<file path="config.mk">
export PLATFORM = sky130hd
export DESIGN_NAME = board_reset_and_address_decode
export DESIGN_NICKNAME = d
export VERILOG_FILES = /design/src/board_glue_pkg.sv /design/src/board_reset_and_address_decode.sv
export SDC_FILE = /design/constraint.sdc
export NUM_CORES = 1
export LEC_CHECK = 0
export CAP_MARGIN = 20
export CELL_PAD_IN_SITES_DETAIL_PLACEMENT = 0
export CELL_PAD_IN_SITES_GLOBAL_PLACEMENT = 1
export CORE_UTILIZATION = 43
export CTS_CLUSTER_SIZE = 10
export DETAILED_ROUTE_END_ITERATION = 12
export DONT_BUFFER_PORTS = 1
export PLACE_DENSITY = 0.82
export SLEW_MARGIN = 5
export SYNTH_ARGS = -nofsm -noshare
export SYNTH_HDL_FRONTEND = slang
export SYNTH_SLANG_ARGS = --single-unit
export TNS_END_PERCENT = 5
</file>
<file path="constraint.sdc">
create_clock -name clock_in -period 1.8 [get_ports clock_in]
set_clock_uncertainty 0.15 [all_clocks]
set_input_delay 0.27 -clock clock_in [delete_from_list [all_inputs] [get_ports clock_in]]
set_output_delay 0.27 -clock clock_in [all_outputs]
set_load 0.03 [all_outputs]
</file>
<file path="src/board_glue_pkg.sv">
package board_glue_pkg;
    // oscillator rate and processor clock division
    localparam int unsigned CLOCK_MHZ = 125;
    localparam int unsigned CLOCK_DIVIDE = 4;
    localparam logic [1:0] DIV_LAST = 2'h3;
    localparam logic [1:0] DIV_FIRST = 2'h0;
    // restart pulse length in ns, rounded up to whole cycles
    localparam int unsigned RESTART_TIME_NS = 2000;
    localparam int unsigned RESTART_CYCLES = (RESTART_TIME_NS * CLOCK_MHZ + 999) / 1000;
    // a valid reset is low for more than this many processor clock periods
    localparam int unsigned MIN_RESET_PERIODS = 8;
    localparam int unsigned MIN_LOW_CYCLES = (MIN_RESET_PERIODS + 1) * CLOCK_DIVIDE;
    // upper address field examined by the decoder
    localparam int unsigned DECODE_MSB = 15;
    localparam int unsigned DECODE_LSB = 10;
    localparam int unsigned DECODE_W = DECODE_MSB - DECODE_LSB + 1;
    // decode patterns on address bits 15..10
    localparam logic [5:0] IO_GROUP_FIELD = 6'h39;
    // socket window sits on bits 15..12; field bit 1 (address bit 11) picks the socket
    localparam logic [3:0] SOCKET_LOW_FIELD = 4'hc;
    localparam logic [3:0] SOCKET_HIGH_FIELD = 4'hf;
    localparam int unsigned SOCKET_PICK_BIT = 1;

    typedef struct packed {
        logic io_group;
        logic socket_one;
        logic socket_two;
    } select_t;

    localparam select_t SELECT_NONE = 3'h0;

    typedef enum logic [0:0] {
        RESTART_ACTIVE = 1'b0,
        RESTART_IDLE = 1'b1
    } restart_state_t;
endpackage

</file>
<file path="src/board_reset_and_address_decode.sv">
`timescale 1ns/1ps
module board_reset_and_address_decode
    import board_glue_pkg::*;
#(
    parameter int unsigned RESTART_LEN = RESTART_CYCLES,
    parameter int unsigned COUNT_W = 10,
    parameter bit SOCKETS_HIGH = 1'b0
) (
    input wire logic clock_in,
    input wire logic resetn_in,
    input wire logic bus_reset_n_in,
    input wire logic [15:0] address_in,
    input wire logic valid_address_in,
    output logic processor_reset_n_out,
    output logic parallel_interface_adapter_reset_n_out,
    output logic programmable_timer_module_reset_n_out,
    output logic processor_phase_one_out,
    output logic processor_phase_two_out,
    output logic system_phase_two_out,
    output logic parallel_interface_adapter_select_out,
    output logic program_socket_one_select_out,
    output logic program_socket_two_select_out
);
    // counters must hold both the pulse and the validity window
    if (RESTART_LEN < MIN_LOW_CYCLES || RESTART_LEN >= (1 << COUNT_W)) begin : g_bad_restart
        $error("restart length does not fit the counter or is too short");
    end

    localparam logic [COUNT_W-1:0] COUNT_ZERO = '0;
    localparam logic [COUNT_W-1:0] COUNT_ONE = COUNT_W'(1);
    localparam logic [COUNT_W-1:0] RESTART_END = COUNT_W'(RESTART_LEN - 1);
    localparam logic [COUNT_W-1:0] LOW_END = COUNT_W'(MIN_LOW_CYCLES - 1);

    // bus reset is a pin: two flops before anything looks at it
    logic bus_sync_a;
    logic bus_sync_b;
    always_ff @(posedge clock_in or negedge resetn_in) begin
        if (!resetn_in) begin
            bus_sync_a <= 1'b1;
            bus_sync_b <= 1'b1;
        end else begin
            bus_sync_a <= bus_reset_n_in;
            bus_sync_b <= bus_sync_a;
        end
    end

    // restart one-shot and bus reset qualifier
    restart_state_t state;
    restart_state_t next_state;
    logic [COUNT_W-1:0] pulse_count;
    logic [COUNT_W-1:0] next_pulse_count;
    logic [COUNT_W-1:0] low_count;
    logic [COUNT_W-1:0] next_low_count;
    logic reset_n;
    logic next_reset_n;

    always_comb begin
        next_state = state;
        next_pulse_count = pulse_count;
        next_low_count = COUNT_ZERO;
        next_reset_n = 1'b1;
        unique case (state)
            RESTART_ACTIVE: begin
                next_reset_n = 1'b0;
                // a bus reset still held keeps the pulse from timing out
                if (!bus_sync_b) begin
                    next_pulse_count = COUNT_ZERO;
                end else if (pulse_count == RESTART_END) begin
                    next_state = RESTART_IDLE;
                    next_reset_n = 1'b1;
                end else begin
                    next_pulse_count = pulse_count + COUNT_ONE;
                end
            end
            RESTART_IDLE: begin
                // glitches shorter than the window never reach the parts
                if (!bus_sync_b) begin
                    next_low_count = low_count + COUNT_ONE;
                    if (low_count == LOW_END) begin
                        next_state = RESTART_ACTIVE;
                        next_pulse_count = COUNT_ZERO;
                        next_low_count = COUNT_ZERO;
                        next_reset_n = 1'b0;
                    end
                end
            end
        endcase
    end

    always_ff @(posedge clock_in or negedge resetn_in) begin
        if (!resetn_in) begin
            state <= RESTART_ACTIVE;
            pulse_count <= COUNT_ZERO;
            low_count <= COUNT_ZERO;
            reset_n <= 1'b0;
        end else begin
            state <= next_state;
            pulse_count <= next_pulse_count;
            low_count <= next_low_count;
            reset_n <= next_reset_n;
        end
    end

    // one reset line fans out so every part starts cleared together
    assign processor_reset_n_out = reset_n;
    assign parallel_interface_adapter_reset_n_out = reset_n;
    assign programmable_timer_module_reset_n_out = reset_n;

    // divide by four; phases never overlap since each is one half of the count
    logic [1:0] div;
    logic [1:0] next_div;
    logic phase_one;
    logic phase_two;
    logic next_phase_one;
    logic next_phase_two;

    always_comb begin
        next_div = (div == DIV_LAST) ? DIV_FIRST : div + 2'h1;
        next_phase_one = ~next_div[1];
        next_phase_two = next_div[1];
    end

    always_ff @(posedge clock_in or negedge resetn_in) begin
        if (!resetn_in) begin
            div <= DIV_FIRST;
            phase_one <= 1'b1;
            phase_two <= 1'b0;
        end else begin
            div <= next_div;
            phase_one <= next_phase_one;
            phase_two <= next_phase_two;
        end
    end

    assign processor_phase_one_out = phase_one;
    assign processor_phase_two_out = phase_two;
    // the timers take this as their internal 31.25 MHz count source
    assign system_phase_two_out = phase_two;

    // address decode on the upper field only; low bits are ignored on purpose
    logic [DECODE_W-1:0] field;
    logic socket_hit;
    select_t select;
    select_t next_select;

    always_comb begin
        field = address_in[DECODE_MSB:DECODE_LSB];
        socket_hit = SOCKETS_HIGH ? (field[DECODE_W-1:SOCKET_PICK_BIT+1] == SOCKET_HIGH_FIELD)
                                  : (field[DECODE_W-1:SOCKET_PICK_BIT+1] == SOCKET_LOW_FIELD);
        next_select = SELECT_NONE;
        if (valid_address_in) begin
            // whole 1K block goes to the adapter and timer group
            next_select.io_group = (field == IO_GROUP_FIELD);
            next_select.socket_one = socket_hit && !field[SOCKET_PICK_BIT];
            next_select.socket_two = socket_hit && field[SOCKET_PICK_BIT];
        end
    end

    always_ff @(posedge clock_in or negedge resetn_in) begin
        if (!resetn_in) begin
            select <= SELECT_NONE;
        end else begin
            select <= next_select;
        end
    end

    // selects are registered and clear to none while resetn_in is low so the parts see clean lines
    assign parallel_interface_adapter_select_out = select.io_group;
    assign program_socket_one_select_out = select.socket_one;
    assign program_socket_two_select_out = select.socket_two;
endmodule

</file>
# == Word level (Yosys, flattened, before mapping) ==
# Index checks and enable logic that the tools add are counted.
# classes
n_mux,15
magnitude_cmp,0
addsub,3
n_mul,0
n_bitwise,2
reduce_logical,4
n_eq_ne,8
div,0
shift,0
# op_table
operator,count
2-to-1 mux 10 bit,7
"adder 10 x 1 -> 10 bit, second input constant",2
one-hot mux 10 bit (2 select lines),1
"equality test 10 x 6 -> 1 bit, second input constant",1
"equality test 10 x 8 -> 1 bit, second input constant",1
"equality test 6 bit, second input constant",1
"equality test 4 bit, second input constant",1
2-to-1 mux 1 bit,4
2-to-1 mux 3 bit,1
"!= test 3 bit, second input constant",1
AND reduction 3 bit,1
"adder 2 x 1 -> 2 bit, second input constant",1
"equality test 2 bit, second input constant",1
logical AND 1 bit,2
2-to-1 mux 2 bit,1
"!= test 2 x 1 -> 1 bit, second input constant",1
"!= test 2 bit, second input constant",1
NOT 1 bit,2
one-hot mux 1 bit (2 select lines),1
zero test 1 bit,1
# totals
output_inout_bits,9
ff_bits,30
word_cells,43
latch_bits,0
inputBits,20
mem_count,0
ramBits,0
romBits,0

# == Depth between registers and ports, before layout ==
# logic_depth
word_depth,4
depth_mapped,7
mapped_depth_nobuf,6

# == Least setup slack after synthesis ==
# No wires, ideal clock.
# synth_path
kind,register to register
from,reg pulse_count[0]
to,reg pulse_count[6]
required_time_ns,1.526
period_less_slack_ns,1.777
setup_slack_ns,0.023
arrival_ns,1.503
n_path_buf,1
path_stages_with_launch,7
setup_ns,0.124
path_cell_list,dfrtp_1 > ha_1 > nor3b_1 > a41oi_2 > o21ba_1 > buf_6 > a211o_1
# synth_between
elab_chain_len,4
elab_cells_between_ends,7
cone_classes,add/sub: 1; eq/ne: 2; mux: 3; reduce/logical: 1
# synth_lines
element,line_no,rtl
"start, declared",board_reset_and_address_decode.sv:50,logic [COUNT_W-1:0] pulse_count;
"start signal, assigned",board_reset_and_address_decode.sv:98,pulse_count <= next_pulse_count;
adder 10 x 1 -> 10 bit,board_reset_and_address_decode.sv:72,next_pulse_count = pulse_count + COUNT_ONE;
2-to-1 mux 10 bit,board_reset_and_address_decode.sv:68,end else if (pulse_count == RESTART_END) begin
2-to-1 mux 10 bit,board_reset_and_address_decode.sv:66,if (!bus_sync_b) begin
one-hot mux 10 bit (2 select lines),board_reset_and_address_decode.sv:62,unique case (state)
# Parallel ways exist; a longest one is shown, timed or not. The select of a mux whose other input is x is not followed.
# A chain may end at the register's enable or synchronous reset.

# == Worst setup path in the final report ==
# layout_path
from,reg low_count[6]
to,reg pulse_count[9]
# layout_between
elab_chain_len,3
# layout_lines
element,line_no,rtl
"start, declared",board_reset_and_address_decode.sv:52,logic [COUNT_W-1:0] low_count;
"start signal, assigned",board_reset_and_address_decode.sv:99,low_count <= next_low_count;
equality test 10 x 6 -> 1 bit,board_reset_and_address_decode.sv:79,if (low_count == LOW_END) begin
!= test 2 x 1 -> 1 bit (no source line),--,
AND reduction 3 bit (no source line),--,
# No other way between the ends.

==> results by group <==
Status
  • Outcome: complete, but fails checks
  • Failing checks: negative setup slack

Worst hold path
  • Worst Min Path Start: bus_sync_a
  • Hold Crit Class: register to register

Yosys
  • Mapped Cells: 128
  • Synthesis-stage register bit count: 29
  • Share of the synthesized area in the top cell type: 47.1%
  • Post-synth EDFFs: 0
  • Mapped Area: about 1400 um^2
  • Top cells by area, synth: dfrtp_1 47%, dfstp_2 5.7%, nor3_1 4.0%
  • Most common cell in the netlist: dfrtp_1
  • Async SR Flop Fraction: 100%
  • Syn_nets: 152
  • Register area share after synthesis: between 50% and 60%
  • Top cell type by total area after synthesis: dfrtp_1
  • Unique masters post-synth: 33
  • Ys flop type: dfrtp_1
  • Most instantiated cells after synthesis: 26 x dfrtp_1, 13 x nor2_1, 11 x nor3_1
  • Warning count from the yosys run: 0
  • Syn Area/Cell: approximately 11 um^2

Final layout
  • # nets final: between 150 and 200
  • Fillers: roughly 270
  • Inserted Diodes: 0
  • Post-route cell area: around 1800 um^2
  • Area growth, synth to finish: 32.3%
  • Layout cell share with drive strength beyond 1: 29.4%

Place
  • Post-DP HPWL: approximately 1.9 mm
  • Dpl cell area: ~1600 um^2
  • Post-place setup slack: -0.0860 ns
  • PortBufs: 0
  • Routability cong.: 0.796

Timing
  • RSZ-0062 raised after global routing: true
  • Final Max Tran Viols: 0
  • Final Hold Fails: 0
  • Final setup margin: -0.0450 ns
  • Final Cycle Share: 103%
  • Final min period: 1.85 ns
  • WHS: 0.215 ns
  • Rel. slew slack: approximately 74%
  • Setup violators final: 2
  • Worst Tran Pin Value: between 0.3 and 0.4 ns
  • Highest Clock Rate: between 500 and 600 MHz

Clocking
  • CTS tree: yes
  • Worst-path clk slew: around 0.09 ns
  • Clk_lat worst skew: around 0.32 ns
  • Clk buf depth: 2
  • Root Driver: clkbuf_4
  • H-tree Lvls: 2
  • CTS Sinks: 29
  • Num CTS Buffers: 5

Critical path
  • Critical path fanouts, max: 4
  • Worst setup EP type: register
  • Crit path DAT: between 1.5 and 2 ns
  • CP required: between 1.5 and 2 ns
  • Critical path type: register to register
  • CP startpoint kind: register
  • Critical Path Source: low_count[6]
  • R2R Path Start: low_count[6]

Power and ir drop
  • Worst VDD drop: about 0.47 mV
  • Net Sw Power: approximately 280 uW
  • P_leak: approximately 0.9 nW
  • P_int: around 850 uW
  • Sequential power share: roughly three fifths
  • Clk pwr share: 33.4%
  • Logic gate share of total power: 7.4%
  • Power density over the cells: slightly above 600 nW/um^2
  • Switch share: 24.6%

Drt
  • Wire length per cell: about 13 um
  • Vias: 1123
  • Final Routed Wirelength: ~2.8 mm
  • Drt pass-1 iters: 4
  • DR iter-0 viols: 22
  • Drt drc: 0
  • Routed Antenna Nets: 0
  • Vias/cell: around 5.2

Global route
  • Global-route wire length before repair: 4.88 mm
  • Vias in the first global route: roughly 1.1k
  • Initial antenna violation count: 0
  • Overall Global Routing Usage: approximately a fifth
  • Largest net degree at the start of global routing: 30
  • GR Overflow Total: 0

Floorplanning
  • Die width: a little under 60 um
  • Cell Rows: 20
  • Die H: 58.7 um
  • Core area: about 3000 um^2
  • Initial Util: 45.2%
  • Io pins: 29
  • Die area: around 3400 um^2

Flow run
  • # Max-Cap Violations: 0
[flip-flops by register name, indices dropped and copies added, names as in the netlist]
signal / cells
processor_phase_one_out: 1
parallel_interface_adapter_select_out: 1
div: 2
parallel_interface_adapter_reset_n_out: 1
program_socket_one_select_out: 1
program_socket_two_select_out: 1
pulse_count: 10
bus_sync_a: 1
bus_sync_b: 1
low_count: 10
[cell families after synthesis]
group	Yosys count	synth area share, %
xor+xnor	7	4.44
fa+ha+maj	4	3.63
compound gates	14	9.07
simple gates	62	23.8
flops	29	52.9
mux	2	1.63
buf+inv	10	4.62
[worst max-delay path, stage by stage (launching register included)]
cell	delay (ns)
dfrtp_1	0.42
nor4_4	0.30
nand4_1	0.19
o21ba_4	0.26
buf_6	0.12
a221o_1	0.30
[metal layers]
layer	global-route usage (%)	part of all wire (%)	wire length (um)
met1	22.1	46	1290
met2	33.2	48	1360
met3	7.91	4.9	138
met4	7.14	1.1	31
met5	0	0	0
[what timing repair did]
item | CTS | global route
pin swaps | 11 | 3
hold endpoints to repair | 33 | 0
setup buffers | 1 | 0
hold buffers | 9 | 0
setup endpoints to repair | 9 | 10
gates resized for setup | 8 | 3
[path summary, 6_finish.rpt]
check                                  to  slack, ns  depth (start not counted)
max                        pulse_count[9]      -0.05                          5
max reg2reg                pulse_count[9]      -0.05                          5
max in group asynchronous      bus_sync_b       1.04                          2
min reg2reg                    bus_sync_b       0.22                          0
min in group asynchronous  pulse_count[4]       0.23                          2
min                            bus_sync_b       0.22                          0
[through the flow]
step	std cells	util [%]	TNS, ns	power [mW]
after global placement	196	52.8	-0.268	0.727
final	214	59.8	-0.0470	1.13
after global routing	214	59.8	-0.384	1.18
after detailed placement	196	52.8	-0.374	0.729
after floorplan	128	-	0	0.707
after CTS	214	59.1	-0.0739	1.14
[area by class of cell]
| class | count | area, um^2 | share of cell area [%] |
|---|---|---|---|
| tap | 44 | 55.1 | 3.02 |
| inverter | 4 | 15.0 | 0.822 |
| sequential | 29 | 729 | 40.0 |
| clock inverter | 3 | 17.5 | 0.960 |
| multi-input combinational | 89 | 627 | 34.3 |
| timing repair buffer | 40 | 344 | 18.8 |
| clock buffer | 5 | 37.5 | 2.06 |
[power by group through the flow]
| stage | Clock, mW | Sequential (mW) | Combinational (mW) |
|---|---|---|---|
| 6_report | 0.376 | 0.667 | 0.0833 |
| 3_3_place_gp | 0 | 0.678 | 0.0489 |
| 3_5_place_dp | 0 | 0.679 | 0.0497 |
| 4_1_cts | 0.391 | 0.667 | 0.0807 |
| 5_1_grt | 0.424 | 0.668 | 0.0916 |
| 2_1_floorplan | 0 | 0.683 | 0.0242 |
[cells in the final DEF (no fill, tap or decap), drive strengths merged, types with 2 or more instances in the layout]
master,netlist,layout
dfstp,3,3
buf,6,32
and3,8,8
xor2,2,2
clkbuf,0,5
inv,4,4
clkinv,0,2
a41oi,2,2
nor3,11,11
xnor2,5,5
dlygate4sd3,0,8
ha,4,4
nand4,6,6
dfrtp,26,26
nor2,13,13
and2,3,3
nor3b,3,3
nand2,6,6
nor2b,2,2
a211o,6,6
nand3,5,5
mux2,2,2
No activity file was read; power rests on OpenSTA's default activity.
